===== config.mk =====
export PLATFORM = sky130hd
export DESIGN_NAME = usbc_dev_ctrl
export DESIGN_NICKNAME = d
export VERILOG_FILES = /design/src/hw/usbc_pkg.sv /design/src/hw/usbc_dev_ctrl.sv
export SDC_FILE = /design/constraint.sdc
export NUM_CORES = 1
export LEC_CHECK = 0
export BUFFER_PORTS_ARGS = -buffer_cell sky130_fd_sc_hd__buf_2
export CORE_AREA = 3 3 122 112
export CTS_CLUSTER_SIZE = 40
export DETAILED_ROUTE_END_ITERATION = 8
export DIE_AREA = 0 0 125 115
export HOLD_SLACK_MARGIN = 0.06
export PLACE_DENSITY = 0.79
export SLEW_MARGIN = 40
export SYNTH_ARGS = -nofsm -noshare
export SYNTH_HDL_FRONTEND = slang
export SYNTH_SLANG_ARGS = --single-unit

===== constraint.sdc =====
create_clock -name sys_clk -period 3 [get_ports sys_clk]
set_input_delay 0.3 -clock sys_clk [delete_from_list [all_inputs] [get_ports sys_clk]]
set_output_delay 0.3 -clock sys_clk [all_outputs]
set_load 0.1 [all_outputs]

===== src/hw/usbc_pkg.sv =====
package usbc_pkg;

    // ***********************************************************
    // Register map (byte addresses, low 12 bits)
    // ***********************************************************
    localparam logic [11:0] OFS_DEV_CFG   = 12'h800;
    localparam logic [11:0] OFS_DEV_CTL   = 12'h804;
    localparam logic [11:0] OFS_XFER_SIZE = 12'h900;
    localparam logic [11:0] OFS_CHAN_CTL  = 12'h904;
    localparam logic [11:0] OFS_INT_STAT  = 12'h908;
    localparam logic [11:0] OFS_INT_MASK  = 12'h90c;

    // ***********************************************************
    // Reset values
    // ***********************************************************
    localparam logic [31:0] RST_DEV_CFG   = 32'h0000_0000;
    localparam logic [31:0] RST_DEV_CTL   = 32'h0000_0000;
    localparam logic [31:0] RST_XFER_SIZE = 32'h0000_0000;

    // ***********************************************************
    // Field positions
    // ***********************************************************
    localparam int XS_PID_LSB  = 29;
    localparam int XS_PACKET_COUNTDOWN_LSB = 19;
    localparam int XS_LEN_LSB  = 0;
    localparam int CFG_EOP_LSB = 11;
    localparam int CFG_DAR_LSB = 4;
    localparam int CFG_NZS_BIT = 2;
    localparam int CFG_DS_LSB  = 0;
    localparam int CTL_POWER_ON_INIT_DONE    = 11;
    localparam int CTL_CGON    = 10;
    localparam int CTL_SGON    = 9;
    localparam int CTL_CGIN    = 8;
    localparam int CTL_SGIN    = 7;
    localparam int CTL_GLOBAL_OUT_NAK_STATE    = 3;
    localparam int CTL_GLOBAL_IN_NAK_STATE    = 2;
    localparam int CTL_SD      = 1;
    localparam int CTL_RWK     = 0;
    localparam int CH_EN_BIT   = 0;
    localparam int CH_OUT_BIT  = 1;

    // Interrupt status bits
    localparam int IRQ_TOGERR  = 0;
    localparam int IRQ_FRMEND  = 1;
    localparam int IRQ_INNAK   = 2;
    localparam int IRQ_OUTNAK  = 3;
    localparam int IRQ_XFERDN  = 4;
    localparam int IRQ_W       = 5;

    // ***********************************************************
    // Encodings
    // ***********************************************************
    localparam logic [1:0] PID_DATA0 = 2'h0;
    localparam logic [1:0] PID_RSVD  = 2'h1;
    localparam logic [1:0] PID_DATA1 = 2'h2;
    localparam logic [1:0] PID_SETUP = 2'h3;
    localparam logic [1:0] SPEED_FS  = 2'h3;

    // ***********************************************************
    // Timing
    // ***********************************************************
    localparam int CLK_PERIOD_NS = 20;
    localparam int FRAME_TIME_NS = 1000000;
    localparam int FRAME_CYC     = FRAME_TIME_NS / CLK_PERIOD_NS;
    localparam int NAK_EFF_NS    = 100;
    localparam int NAK_EFF_CYC   = (NAK_EFF_NS + CLK_PERIOD_NS - 1) / CLK_PERIOD_NS;
    localparam int FRM_CNT_W     = 20;

    typedef enum logic [0:0] {CH_IDLE, CH_RUN} usbc_chan_e;

    // Packet engine events; the done flags are one-cycle strobes
    typedef struct packed {
        logic        txPktDone;
        logic        rxPktDone;
        logic [1:0]  rxPid;
        logic        fifoWrDone;
        logic        fifoRdDone;
        logic [10:0] byteCount;
    } usbc_evt_s;

    // Token seen on the bus
    typedef struct packed {
        logic       valid;
        logic [6:0] addr;
    } usbc_tok_s;

endpackage : usbc_pkg


===== src/hw/usbc_dev_ctrl.sv =====
// Functional notes
// - OUT transfer first packet uses loaded PID
// - IN first packet PID mismatch raises error
// - PID toggles by itself after each packet without a toggle error
// - PID codes DATA0, DATA1, SETUP; 01 reserved
// - Ten-bit packet count decrements per packet
// - OUT length drops per FIFO packet written
// - IN length drops per FIFO packet read
// - Global OUT NAK: NAK all, store nothing
// - Set IN NAK, effective flag follows later
// - Soft disconnect removes data line pull-up
// - Remote wakeup while suspended signals resume
`timescale 1ns/1ns
module usbc_dev_ctrl #(
    parameter int FRAME_CYCLES = usbc_pkg::FRAME_CYC
) (
    // Clock and reset
    input  wire logic                sys_clk,
    input  wire logic                sys_rst,
    // AHB-Lite slave
    input  wire logic                hsel,
    input  wire logic [31:0]         haddr,
    input  wire logic [1:0]          htrans,
    input  wire logic                hwrite,
    input  wire logic [2:0]          hsize,
    input  wire logic [31:0]         hwdata,
    input  wire logic                hready,
    output logic                     hreadyout,
    output logic                     hresp,
    output logic [31:0]              hrdata,
    // Packet engine
    input  wire usbc_pkg::usbc_evt_s pktEvt,
    input  wire usbc_pkg::usbc_tok_s token,
    input  wire logic                sofPulse,
    input  wire logic                statusOutNonZero,
    input  wire logic                suspended,
    output logic [1:0]               txPid,
    output logic                     addrMatch,
    output logic                     fullSpeedSel,
    output logic                     statusOutStall,
    output logic                     outNak,
    output logic                     inNak,
    output logic                     rxStoreEn,
    // Bus pins and interrupt
    output logic                     pullupEn,
    output logic                     resumeSignal,
    output logic                     irq
);

    // ***********************************************************
    // Register state
    // ***********************************************************
    localparam int FRM_W = usbc_pkg::FRM_CNT_W;
    logic [31:0]            cfg_reg;
    logic [11:0]            ctl_reg;
    logic [1:0]             pid_reg,  pid_next;
    logic [9:0]             packet_countdown_reg, packet_countdown_next;
    logic [18:0]            len_reg,  len_next;
    logic                   chOut_reg;
    logic                   first_reg;
    usbc_pkg::usbc_chan_e   chan_reg, chan_next;
    logic [4:0]             stat_reg, stat_next, mask_reg;
    logic [2:0]             nakCnt_reg [2];
    logic [FRM_W-1:0]       frm_reg;
    logic                   wrPend_reg;
    logic [11:0]            wrAddr_reg;
    logic                   match_reg;

    // ***********************************************************
    // Bus decode
    // ***********************************************************
    // Zero wait states; read data is latched at the address phase so hrdata is a flop
    wire        busHit   = hsel & htrans[1] & hready;
    wire        rdHit    = busHit & ~hwrite;
    wire [11:0] rdAddr   = haddr[11:0];
    wire        inMap    = (haddr[31:12] == 20'h0);
    wire        wrCfg    = wrPend_reg & (wrAddr_reg == usbc_pkg::OFS_DEV_CFG);
    wire        wrCtl    = wrPend_reg & (wrAddr_reg == usbc_pkg::OFS_DEV_CTL);
    wire        wrXfer   = wrPend_reg & (wrAddr_reg == usbc_pkg::OFS_XFER_SIZE);
    wire        wrChan   = wrPend_reg & (wrAddr_reg == usbc_pkg::OFS_CHAN_CTL);
    wire        wrMask   = wrPend_reg & (wrAddr_reg == usbc_pkg::OFS_INT_MASK);
    wire        rdStat   = rdHit & inMap & (rdAddr == usbc_pkg::OFS_INT_STAT);
    wire [1:0]  wrPid    = hwdata[usbc_pkg::XS_PID_LSB +: 2];

    // Read mux; control command bits read as zero
    wire [31:0] xferWord = {1'b0, pid_reg, packet_countdown_reg, len_reg};
    wire [31:0] ctlWord  = {20'h0, ctl_reg[11], 4'h0, 3'h0, ctl_reg[3:0]};
    wire [31:0] chanWord = {30'h0, chOut_reg, chan_reg == usbc_pkg::CH_RUN};
    wire [31:0] rdMux    = !inMap ? 32'h0 :
                           (rdAddr == usbc_pkg::OFS_DEV_CFG)   ? cfg_reg :
                           (rdAddr == usbc_pkg::OFS_DEV_CTL)   ? ctlWord :
                           (rdAddr == usbc_pkg::OFS_XFER_SIZE) ? xferWord :
                           (rdAddr == usbc_pkg::OFS_CHAN_CTL)  ? chanWord :
                           (rdAddr == usbc_pkg::OFS_INT_STAT)  ? {27'h0, stat_reg} :
                           (rdAddr == usbc_pkg::OFS_INT_MASK)  ? {27'h0, mask_reg} : 32'h0;

    assign hreadyout = 1'b1;
    assign hresp     = 1'b0;

    // Address phase capture
    always_ff @(posedge sys_clk) begin
        if (sys_rst) begin
            wrPend_reg <= 1'b0;
            wrAddr_reg <= 12'h0;
            hrdata     <= 32'h0;
        end else begin
            wrPend_reg <= busHit & hwrite & inMap;
            wrAddr_reg <= haddr[11:0];
            if (rdHit)
                hrdata <= rdMux;
        end
    end

    // ***********************************************************
    // Configuration fields
    // ***********************************************************
    wire [1:0] eopSel = cfg_reg[usbc_pkg::CFG_EOP_LSB +: 2];
    wire [6:0] devAddr = cfg_reg[usbc_pkg::CFG_DAR_LSB +: 7];
    wire [1:0] speed  = cfg_reg[usbc_pkg::CFG_DS_LSB +: 2];
    wire       nzStall = cfg_reg[usbc_pkg::CFG_NZS_BIT];

    // Reserved bits stay at zero
    always_ff @(posedge sys_clk) begin
        if (sys_rst)
            cfg_reg <= usbc_pkg::RST_DEV_CFG;
        else if (wrCfg)
            cfg_reg <= {19'h0, hwdata[12:4], 1'b0, hwdata[2:0]};
    end

    assign fullSpeedSel   = (speed == usbc_pkg::SPEED_FS);
    assign statusOutStall = nzStall & statusOutNonZero;

    // Registered match keeps the compare off the token path
    always_ff @(posedge sys_clk) begin
        if (sys_rst)
            match_reg <= 1'b0;
        else
            match_reg <= token.valid & (token.addr == devAddr);
    end
    assign addrMatch = match_reg;

    // ***********************************************************
    // Device control and global NAK
    // ***********************************************************
    wire gonsSet = wrCtl & hwdata[usbc_pkg::CTL_SGON];
    wire ginsSet = wrCtl & hwdata[usbc_pkg::CTL_SGIN];
    wire [1:0] nakStart = {gonsSet & ~ctl_reg[usbc_pkg::CTL_GLOBAL_OUT_NAK_STATE],
                           ginsSet & ~ctl_reg[usbc_pkg::CTL_GLOBAL_IN_NAK_STATE]};
    wire [1:0] nakDone;

    // Set command wins if software sets and clears in one write
    always_ff @(posedge sys_clk) begin
        if (sys_rst) begin
            ctl_reg <= usbc_pkg::RST_DEV_CTL[11:0];
        end else if (wrCtl) begin
            ctl_reg[11] <= hwdata[usbc_pkg::CTL_POWER_ON_INIT_DONE];
            ctl_reg[1]  <= hwdata[usbc_pkg::CTL_SD];
            ctl_reg[0]  <= hwdata[usbc_pkg::CTL_RWK];
            ctl_reg[3]  <= gonsSet | (ctl_reg[3] & ~hwdata[usbc_pkg::CTL_CGON]);
            ctl_reg[2]  <= ginsSet | (ctl_reg[2] & ~hwdata[usbc_pkg::CTL_CGIN]);
        end
    end

    // Effective flags land a fixed delay after the NAK state takes hold
    always_ff @(posedge sys_clk) begin
        for (int i = 0; i < 2; i++) begin
            if (sys_rst)
                nakCnt_reg[i] <= 3'h0;
            else if (nakStart[i])
                nakCnt_reg[i] <= 3'(usbc_pkg::NAK_EFF_CYC);
            else if (nakCnt_reg[i] != 3'h0)
                nakCnt_reg[i] <= nakCnt_reg[i] - 3'h1;
        end
    end
    assign nakDone[0] = (nakCnt_reg[0] == 3'h1);
    assign nakDone[1] = (nakCnt_reg[1] == 3'h1);

    assign outNak       = ctl_reg[usbc_pkg::CTL_GLOBAL_OUT_NAK_STATE];
    assign rxStoreEn    = ~ctl_reg[usbc_pkg::CTL_GLOBAL_OUT_NAK_STATE] & ~statusOutStall;
    assign inNak        = ctl_reg[usbc_pkg::CTL_GLOBAL_IN_NAK_STATE];
    assign pullupEn     = ~ctl_reg[usbc_pkg::CTL_SD];
    assign resumeSignal = ctl_reg[usbc_pkg::CTL_RWK] & suspended;

    // ***********************************************************
    // Channel transfer
    // ***********************************************************
    wire running  = (chan_reg == usbc_pkg::CH_RUN);
    wire rxMis    = running & ~chOut_reg & pktEvt.rxPktDone & first_reg & (pktEvt.rxPid != pid_reg);
    wire advance  = running & ((chOut_reg & pktEvt.txPktDone) | (~chOut_reg & pktEvt.rxPktDone & ~rxMis));
    wire lenEvt   = running & ((chOut_reg & pktEvt.fifoWrDone) | (~chOut_reg & pktEvt.fifoRdDone));
    wire [18:0] lenSub = {8'h0, pktEvt.byteCount};
    wire lastPkt  = advance & (packet_countdown_reg == 10'h1);
    wire [1:0] pidToggled = (pid_reg == usbc_pkg::PID_DATA1) ? usbc_pkg::PID_DATA0
                                                               : usbc_pkg::PID_DATA1;

    // Counters and PID; a register write overrides engine updates
    always_comb begin
        pid_next  = pid_reg;
        packet_countdown_next = packet_countdown_reg;
        len_next  = len_reg;
        chan_next = chan_reg;
        if (advance) begin
            pid_next  = pidToggled;
            packet_countdown_next = (packet_countdown_reg == 10'h0) ? 10'h0 : packet_countdown_reg - 10'h1;
        end
        if (lenEvt)
            len_next = (len_reg > lenSub) ? len_reg - lenSub : 19'h0;
        if (wrXfer) begin
            pid_next  = (wrPid == usbc_pkg::PID_RSVD) ? usbc_pkg::PID_DATA0 : wrPid;
            packet_countdown_next = hwdata[usbc_pkg::XS_PACKET_COUNTDOWN_LSB +: 10];
            len_next  = hwdata[usbc_pkg::XS_LEN_LSB +: 19];
        end
        unique case (chan_reg)
            usbc_pkg::CH_IDLE: if (wrChan && hwdata[usbc_pkg::CH_EN_BIT]) chan_next = usbc_pkg::CH_RUN;
            usbc_pkg::CH_RUN: begin
                if (lastPkt || (wrChan && !hwdata[usbc_pkg::CH_EN_BIT]))
                    chan_next = usbc_pkg::CH_IDLE;
            end
        endcase
    end

    // Transfer state flops
    always_ff @(posedge sys_clk) begin
        if (sys_rst) begin
            pid_reg   <= usbc_pkg::RST_XFER_SIZE[30:29];
            packet_countdown_reg  <= usbc_pkg::RST_XFER_SIZE[28:19];
            len_reg   <= usbc_pkg::RST_XFER_SIZE[18:0];
            chan_reg  <= usbc_pkg::CH_IDLE;
            chOut_reg <= 1'b0;
            first_reg <= 1'b0;
        end else begin
            pid_reg   <= pid_next;
            packet_countdown_reg  <= packet_countdown_next;
            len_reg   <= len_next;
            chan_reg  <= chan_next;
            if (wrChan && !running)
                chOut_reg <= hwdata[usbc_pkg::CH_OUT_BIT];
            if (chan_next == usbc_pkg::CH_RUN && !running)
                first_reg <= 1'b1;
            else if (running && (pktEvt.rxPktDone || pktEvt.txPktDone))
                first_reg <= 1'b0;
        end
    end

    assign txPid = pid_reg;

    // ***********************************************************
    // Frame timer
    // ***********************************************************
    // SOF restarts the count so the end point follows the host's frame
    wire [FRM_W-1:0] frmPoint = (eopSel == 2'h0) ? FRM_W'(FRAME_CYCLES * 80 / 100) :
                                (eopSel == 2'h1) ? FRM_W'(FRAME_CYCLES * 85 / 100) :
                                (eopSel == 2'h2) ? FRM_W'(FRAME_CYCLES * 90 / 100) :
                                                   FRM_W'(FRAME_CYCLES * 95 / 100);
    wire frmEnd = ~sofPulse & (frm_reg == frmPoint);

    always_ff @(posedge sys_clk) begin
        if (sys_rst || sofPulse)
            frm_reg <= '0;
        else if (frm_reg != FRM_W'(FRAME_CYCLES))
            frm_reg <= frm_reg + 1'b1;
    end

    // ***********************************************************
    // Interrupts
    // ***********************************************************
    wire [4:0] evtVec = {lastPkt, nakDone[1], nakDone[0], frmEnd, rxMis};

    // Read clears, but an event in the same cycle survives
    always_comb begin
        stat_next = (rdStat ? 5'h0 : stat_reg) | evtVec;
    end

    always_ff @(posedge sys_clk) begin
        if (sys_rst) begin
            stat_reg <= 5'h0;
            mask_reg <= 5'h0;
        end else begin
            stat_reg <= stat_next;
            if (wrMask)
                mask_reg <= hwdata[4:0];
        end
    end

    assign irq = |(stat_reg & mask_reg);
endmodule : usbc_dev_ctrl


==> flow_summary.toml, run 1 <==
[timing]
finalSetupTns_ns = 0
fmax_mhz = 403.3
grt_setup_unrepaired = "false"
hold_viol = 0
min_period_over_period_pct = 82.65
hold_slack_ns = 0.1057
finalSetupViolCount = 0
finClkSkew_ns = 0.007057
slew_violations = 0
worst_pin_slew_ns = 0.8200
fin_crit_ns = 2.479
slew_headroom_pct = 45.33

[final_layout]
area_growth_pct = 21.13
post-route-util_pct = 65.74
diodes = 0
final_area_mm2 = 0.008277
drive_above_1_share_pct = 22.93
largest_reg_flops = 31
final_cell_mix = "buf_2 (138), dfxtp_1 (126), nor2_1 (104)"
layout.nets = 1056
mostFrequentLayoutCell = "buf_2"

[logic_synthesis]
synthesis.area_mm2 = 0.006833
synth_flop_cell = "dfxtp_1"
synth-async-reset-ratio_pct = 0
synth_edf_count = 6
yosysSeqAreaShare_pct = 39.55
ys_ff_latch = 132
syn_inst = 802
synth.distinct_cells = 70
syn_area_per_cell_um2 = 8.520
yosysWarnings = 0

[floorplan]
dieWidth_um = 125
die-area_mm2 = 0.01438
ios = 147
die_h_um = 115
rows = 39
start_util_pct = 54.27
coreArea_mm2 = 0.01259

[clock_network]
cts_tree = "built"
clk_pin_slew_ns = 0.06
cts.sinks = 132
cts-root-buf = "clkbuf_16"
post_cts_resized = 0
cts_buffer_depth = 2
cts_buffers = 17
clkLatencyLatePin_ns = 0.42
ctsHoldBuffers = 0
cts.htree.levels = 4
cts_setup_buffers = 0

[worst_setup_path]
crit_start = "len_reg[9]$_SDFFE_PP0P_"
critPathRequiredTime_ns = 3.35
reg2reg_depth = 9
rrSetupSlack_ns = 0.52
endpoint_kind = "flip-flop"
endpoint = "len_reg[5]$_SDFFE_PP0P_"
r2r-end = "len_reg[5]$_SDFFE_PP0P_"
crit_type = "reg2reg"
r2r_start = "len_reg[9]$_SDFFE_PP0P_"
critPathLaunchType = "flip-flop"
path_max_fanout = 9
crit_arrival_ns = 2.83

[routing]
wire_per_inst_um = 16.30
routed_wl_um = 18030
vias_per_cell = 5.783
route.detailed.drc = 0
first_pass_iters = 6
detail-route-antenna-nets = 0
first_iter_violations = 542
dr_total_vias = 6396

[placement]
dp_hpwl_um = 13000
place_area_mm2 = 0.007656
port-buffer-count = 138
globalplace.congestion = 0.9227

[global_route]
grt_start_max_net_pins = 38
grt_usage_pct = 24.62
antenna_found_initial = 0
grt_first_pass_wirelength_um = 28560
grt_overflow_total = 0
grt_pass1_vias = 5846

[power]
peakVddDrop_v = 0.0004984
p_leak_nw = 3.441
pwr_density_cell_mw_per_mm2 = 535.3

[outcome]
status = "complete, no violations"

[worst_hold_path]
hold_class = "in2reg"

[run]
drv_cap = 0
synthesized netlist by cell type, types with 11 or more instances:
master | number | share of area (%)
inv_1 | 31 | 1.7
nor2b_1 | 15 | 1.4
nor2_1 | 104 | 5.7
mux2i_1 | 31 | 4.5
clkbuf_1 | 35 | 1.9
xnor2_1 | 18 | 2.3
o21ai_0 | 25 | 1.8
a32oi_1 | 13 | 1.7
xor2_1 | 18 | 2.3
nand2b_1 | 11 | 1.0
nand2_1 | 64 | 3.5
a22oi_1 | 27 | 3.0
dfxtp_1 | 126 | 37
a31oi_1 | 13 | 1.2
a21oi_1 | 52 | 3.8
nor4_1 | 15 | 1.4
ha_1 | 24 | 4.4
nand3_1 | 31 | 2.3
nor3_1 | 15 | 1.1
metal layers:
metal  GRT usage, %  up-vias  part of all wire, %
met5              0        -                    0
met1          33.14     2977                   45
met3          5.063       35                  7.2
met2          39.30      265                   46
li1               -     3119                    -
met4          9.682        0                  2.1
how the worst min path moves through the flow:
stage / from / to / slack [ns] / depth (start not counted)
after floorplan: hwdata[15] / len_reg[15]$_SDFFE_PP0P_ / 0.42 / 2
after CTS: hwdata[15] / len_reg[15]$_SDFFE_PP0P_ / 0.09 / 3
after global placement: hrdata[4]$_SDFFE_PP0P_ / hrdata[4]$_SDFFE_PP0P_ / 0.43 / 2
after detailed placement: hrdata[4]$_SDFFE_PP0P_ / hrdata[4]$_SDFFE_PP0P_ / 0.44 / 2
final: hwdata[15] / len_reg[15]$_SDFFE_PP0P_ / 0.11 / 3
after global routing: hwdata[15] / len_reg[15]$_SDFFE_PP0P_ / 0.11 / 3
layout make-up:
class | count | area, um^2
clock buffers | 17 | 425.4
clock inverters | 15 | 187.7
fillers | 1069 | 4313
inverters | 33 | 123.9
multi-input cells | 595 | 3839
flip-flops and latches | 132 | 2703
well taps | 164 | 205.2
repair buffers | 150 | 793.3
worst max-delay path, stage by stage, from the launching register on:
cell	delay, ns
dfxtp_1	0.35
ha_1	0.38
nand4_1	0.15
or2_1	0.30
a211o_1	0.30
a21oi_1	0.22
nor3b_2	0.28
buf_4	0.23
nand2_1	0.08
a21oi_1	0.13
power breakdown:
| part | internal, mW | total [mW] | leakage [nW] | switching [mW] |
|---|---|---|---|---|
| registers | 1.84 | 1.87 | 1.08 | 0.0324 |
| clock network | 1.38 | 2.16 | 0.296 | 0.776 |
| logic | 0.175 | 0.406 | 2.06 | 0.231 |
per-stage QoR:
step	cells	total power [mW]	setup slack, ns
detailed placement	1074	2.307	0.5331
floorplan	803	2.171	0.4905
finish	1106	4.431	0.5205
CTS	1106	4.440	0.5350
global route	1106	4.590	0.3188
global placement	1073	2.294	0.5404
logic make-up after synthesis:
family / after synthesis / share of synthesized area [%]
mux: 41 / 6.354
fa+ha+maj: 25 / 4.688
other cells: 2 / 0.1099
buf+inv: 76 / 4.468
compound gates: 164 / 15.51
simple gates: 326 / 24.70
xor+xnor: 36 / 4.615
flops: 132 / 39.55
Power figures use the tool's default switching activity.
==> inputs of run 2 (changes only) <==
Clock period 3 ns to 2.3 ns, I/O delays scaled along.
==> run 2 against run 1 <==
The run now ends with setup timing left. Cell area up 7.1%. Power up 30%. Clock-buffer cell count up 4. Core utilization up 4.7 points. Sequential power up 30%. Worst hold slack worse by 0.035 ns. Clock skew up 0.0024 ns. Clock power up 26%. First-iteration DRC count up 17%. Critical path depth down 1. Largest power group unchanged.
==> flow_summary.toml, run 2 (synthesis results as in run 1) <==
[timing]
hold_viol = 0
finalSetupTns_ns = -0.02549
fmax_mhz = 430.0
slew_headroom_pct = 64.07
worst_pin_slew_ns = 0.5389
fin_crit_ns = 2.325
finClkSkew_ns = 0.009434
worst_slack_ns = -0.02549
grt_setup_unrepaired = "true"
min_period_over_period_pct = 101.1
finalSetupViolCount = 1
slew_violations = 0

[routing]
wirelength_met1_um = 8544
wl_met3_um = 1439
first_iter_violations = 636
dr_wl_met2_um = 9162
vias_per_cell = 5.823
wire_per_inst_um = 16.94
top_layer_used = "met4"
first_pass_iters = 5
route.detailed.drc = 0
detail-route-antenna-nets = 0
dr_total_vias = 6702
routed_wl_um = 19500

[clock_network]
cts_tree = "built"
clkLatencyLatePin_ns = 0.43
cts.htree.levels = 4
cts.sinks = 132
cts_buffers = 17
cts_buffer_depth = 2
cts-root-buf = "clkbuf_16"
clk_pin_slew_ns = 0.06

[floorplan]
ios = 147
dieWidth_um = 125
start_util_pct = 54.27
coreArea_mm2 = 0.01259
die-area_mm2 = 0.01438
die_h_um = 115
rows = 39

[power]
power.total_mw = 5.746
p_leak_nw = 3.684
pwr_density_cell_mw_per_mm2 = 648.4
peakVddDrop_v = 0.0005564

[final_layout]
drive_above_1_share_pct = 28.88
mostFrequentLayoutCell = "buf_2"
fill_cells = 994
layout.nets = 1101
diodes = 0
largest_reg_flops = 31
area_growth_pct = 29.70
final_cell_mix = "buf_2 (137), dfxtp_1 (119), nor2_1 (102)"
stdcell_count = 1151

[outcome]
failed_checks = "setup timing"
status = "complete, but fails checks"

[worst_setup_path]
critPathRequiredTime_ns = 2.62
crit_type = "reg2reg"
path_max_fanout = 2
critPathLaunchType = "flip-flop"
endpoint_kind = "flip-flop"
path_cells = "ha_4 > nor2b_4 > o211ai_1 > a21boi_2 > or4_4 > a221oi_4 > xor2_1 > o32ai_1"
crit_path_max_incr_delay_ns = 0.51
slowest_stage = "or4_4"
crit_arrival_ns = 2.65

[placement]
globalplace.congestion = 0.9535
place_inst = 1105
port-buffer-count = 138
dp_hpwl_um = 13650

[global_route]
grt_first_pass_wirelength_um = 30300
grt_start_max_net_pins = 68
antenna_found_initial = 0
grt_overflow_total = 0
grt_pass1_vias = 6131
grt_usage_pct = 26.00

[run]
drv_cap = 0

[worst_hold_path]
hold_class = "in2reg"
[run 2: cell count changes in the layout (fill, tap and decap cells not counted), sizes merged]
cell / delta
clkinvlp: +1
bufinv: -2
buf: +35
dlygate4sd3: +10
inv: +1
clkinv: -4
clkbuf: +4
[run 2: timing repair]
item | CTS | global route
pin swaps | 0 | 18
setup buffers | 0 | 4
endpoints found under the hold margin | 10 | 0
gates resized for setup | 2 | 42
endpoints found under the setup margin | 3 | 31
hold buffers | 10 | 0
[run 2: worst paths after layout]
check                          startpoint                                   end  slack [ns]  cells past startpoint
setup / recovery  len_reg[1]$_SDFFE_PP0P_               len_reg[9]$_SDFFE_PP0P_       -0.03                      8
hold / removal                 hwdata[24]  packet_countdown_reg[5]$_SDFFE_PP0P_        0.07                      3
setup reg to reg  len_reg[1]$_SDFFE_PP0P_               len_reg[9]$_SDFFE_PP0P_       -0.03                      8
hold reg to reg    hrdata[0]$_SDFFE_PP0P_                hrdata[0]$_SDFFE_PP0P_        0.45                      2
[run 2: layout make-up]
type	instances	area [um^2]	area share [%]
tap	164	205.2	2.315
clock buffer	21	470.5	5.308
timing repair buffer	195	1191	13.44
multi-input combinational	595	4033	45.50
sequential	132	2714	30.62
clock inverter	11	125.1	1.412
inverter	33	123.9	1.398
[run 2: critical path: cells and delay by family (launching register included)]
family,cells,cell delay (ns)
AOI/OAI and AO/OA,4,0.92
and+or+nand+nor,2,0.63
DFF,1,0.35
adders and majority gates,1,0.21
xor gates and xnor gates,1,0.10
[run 2: per-stage QoR]
stage	util [%]	setup WS (ns)	area (um^2)	hold WS, ns
2_1_floorplan	-	0.03899	6842	0.3536
4_1_cts	68.53	-0.01174	8627	0.06383
5_1_grt	70.39	-0.1108	8862	0.07191
3_3_place_gp	62.92	-0.0005038	7921	0.4357
3_5_place_dp	62.92	-0.04504	7921	0.4441
6_report	70.39	-0.02549	8862	0.07056
[run 2: power by group]
group / leakage, nW / total, mW / internal [mW] / switching (mW)
clock network: 0.286 / 2.72 / 1.68 / 1.04
logic: 2.31 / 0.588 / 0.266 / 0.322
registers: 1.09 / 2.44 / 2.39 / 0.0424
[run 2: layer usage]
metal | GRT usage (%) | vias up
met2 | 42.60 | 281
met1 | 34.66 | 3174
met5 | 0 | -
met4 | 8.382 | 0
met3 | 5.620 | 29
li1 | - | 3218
==> inputs of run 3 (changes only) <==
Settings changed: MAX_ROUTING_LAYER set to met4.
==> run 3 against run 2 <==
The flow still finishes with violations (setup timing). Register-to-register slack got worse by 0.02 ns. Worst hold slack gained 0.0026 ns. Flip-flop and latch count did not move. Worst setup slack got worse by 0.017 ns. Power down 2.7%. Die area is the same. Cell area fell by 0.59%. Clock power shrank 5%. Sequential power barely moved. Sequential share of layout area is 0.13 points higher. Critical path type unchanged. Largest power group unchanged.
==> flow_summary.toml, run 3 (synthesis results as in run 1) <==
[routing]
detail-route-antenna-nets = 0
dr_total_vias = 6590
first_pass_iters = 5
route.detailed.drc = 0
first_iter_violations = 675
wire_per_inst_um = 16.31
vias_per_cell = 5.701
routed_wl_um = 18850

[final_layout]
layout.nets = 1107
largest_reg_flops = 31
final_cell_mix = "buf_2 (135), dfxtp_1 (123), nor2_1 (101)"
drive_above_1_share_pct = 27.82
area_growth_pct = 28.93
diodes = 0
mostFrequentLayoutCell = "buf_2"
fill_cells = 1009

[timing]
worst_slack_ns = -0.04255
fmax_mhz = 426.9
slew_headroom_pct = 60.28
worst_pin_slew_ns = 0.5958
hold_slack_ns = 0.07315
finalSetupViolCount = 7
fin_crit_ns = 2.343
min_period_over_period_pct = 101.8
grt_setup_unrepaired = "true"
slew_violations = 0
finClkSkew_ns = 0.01117
hold_viol = 0

[outcome]
status = "complete, but fails checks"
failed_checks = "setup timing"

[placement]
port-buffer-count = 138
dp_slack_ns = -0.05554
dp_hpwl_um = 13560
globalplace.congestion = 0.9627

[global_route]
grt_overflow_total = 0
grt_first_pass_wirelength_um = 30330
grt_start_max_net_pins = 58
grt_pass1_vias = 6094
grt_usage_pct = 26.99
antenna_found_initial = 0

[worst_setup_path]
crit_arrival_ns = 2.69
path_max_fanout = 4
r2r-end = "len_reg[5]$_SDFFE_PP0P_"
critPathRequiredTime_ns = 2.65
r2r_start = "len_reg[1]$_SDFFE_PP0P_"
endpoint = "len_reg[5]$_SDFFE_PP0P_"
crit_start = "len_reg[1]$_SDFFE_PP0P_"
endpoint_kind = "flip-flop"
critPathLaunchType = "flip-flop"
rrSetupSlack_ns = -0.04
reg2reg_depth = 10
crit_type = "reg2reg"

[clock_network]
clkLatencyLatePin_ns = 0.42
cts_buffers = 17
cts_buffer_depth = 2
cts.sinks = 132
clk_pin_slew_ns = 0.06
cts.htree.levels = 4
cts-root-buf = "clkbuf_16"
cts_tree = "built"

[power]
p_leak_nw = 3.701
peakVddDrop_v = 0.0005452
pwr_density_cell_mw_per_mm2 = 634.7

[run]
drv_cap = 0

[floorplan]
rows = 39
start_util_pct = 54.27
die_h_um = 115
dieWidth_um = 125
coreArea_mm2 = 0.01259
ios = 147
die-area_mm2 = 0.01438

[worst_hold_path]
hold_class = "in2reg"
==> run 3: critical path, stage by stage (launching register included) <==
cell and delay [ns]:
dfxtp_4 0.36, ha_4 0.26, nor2b_4 0.14, o211ai_1 0.15, buf_4 0.16, a211o_1 0.31, a21oi_2 0.19, nor3b_4 0.28
buf_4 0.20, nand2_1 0.07, a21oi_1 0.15
==> run 3: worst min path at each step <==
stage / slack, ns / from / cells past startpoint / to
5_1_grt: 0.06 / hwdata[30] / 3 / txPid[1]$_SDFFE_PP0P_
6_report: 0.07 / hwdata[5] / 3 / cfg_reg[5]$_SDFFE_PP0P_
3_3_place_gp: 0.44 / hrdata[2]$_SDFFE_PP0P_ / 2 / hrdata[2]$_SDFFE_PP0P_
4_1_cts: 0.06 / hwdata[30] / 3 / txPid[1]$_SDFFE_PP0P_
3_5_place_dp: 0.44 / hrdata[0]$_SDFFE_PP0P_ / 2 / hrdata[0]$_SDFFE_PP0P_
2_1_floorplan: 0.35 / hwdata[15] / 2 / len_reg[15]$_SDFFE_PP0P_
==> run 3: through the flow <==
step / setup TNS [ns] / util [%] / instance area, um^2 / total power, mW / std cells
CTS: -0.009756 / 68.82 / 8665 / 5.599 / 1155
global placement: -0.006650 / 63.12 / 7946 / 3.004 / 1110
finish: -0.1326 / 69.98 / 8810 / 5.592 / 1156
detailed placement: -0.2144 / 63.12 / 7946 / 3.021 / 1110
floorplan: 0 / - / 6842 / 2.831 / 803
global route: -1.570 / 69.98 / 8810 / 5.819 / 1156
==> run 3: layout make-up <==
class	count	area, um^2	share of cell area (%)
Sequential cell	132	2709	30.75
Clock inverter	8	75.07	0.8522
Clock buffer	23	489.2	5.553
Tap cell	164	205.2	2.329
Timing Repair Buffer	201	1235	14.02
Inverter	33	123.9	1.406
Multi-Input combinational cell	595	3973	45.09
==> run 3: per-layer routing <==
layer / vias to the layer above / global-route usage [%] / share of wire [%]
li1: 3225 / - / -
met1: 3030 / 35.61 / 44
met2: 286 / 40.74 / 45
met3: 49 / 5.992 / 7.9
met4: 0 / 10.48 / 3.3
met5: - / - / 0
==> run 3: power by group <==
group	switching (mW)	internal, mW	total [mW]
Sequential	0.0403	2.40	2.44
Combinational	0.311	0.264	0.575
Clock	0.986	1.60	2.58
==> run 3: timing repair <==
item	4_1_cts	5_1_grt
pin swaps	0	21
endpoints found under the setup margin	7	39
endpoints found under the hold margin	14	0
setup buffers	0	2
gates cloned	0	1
hold buffers	14	0
gates resized for setup	3	32
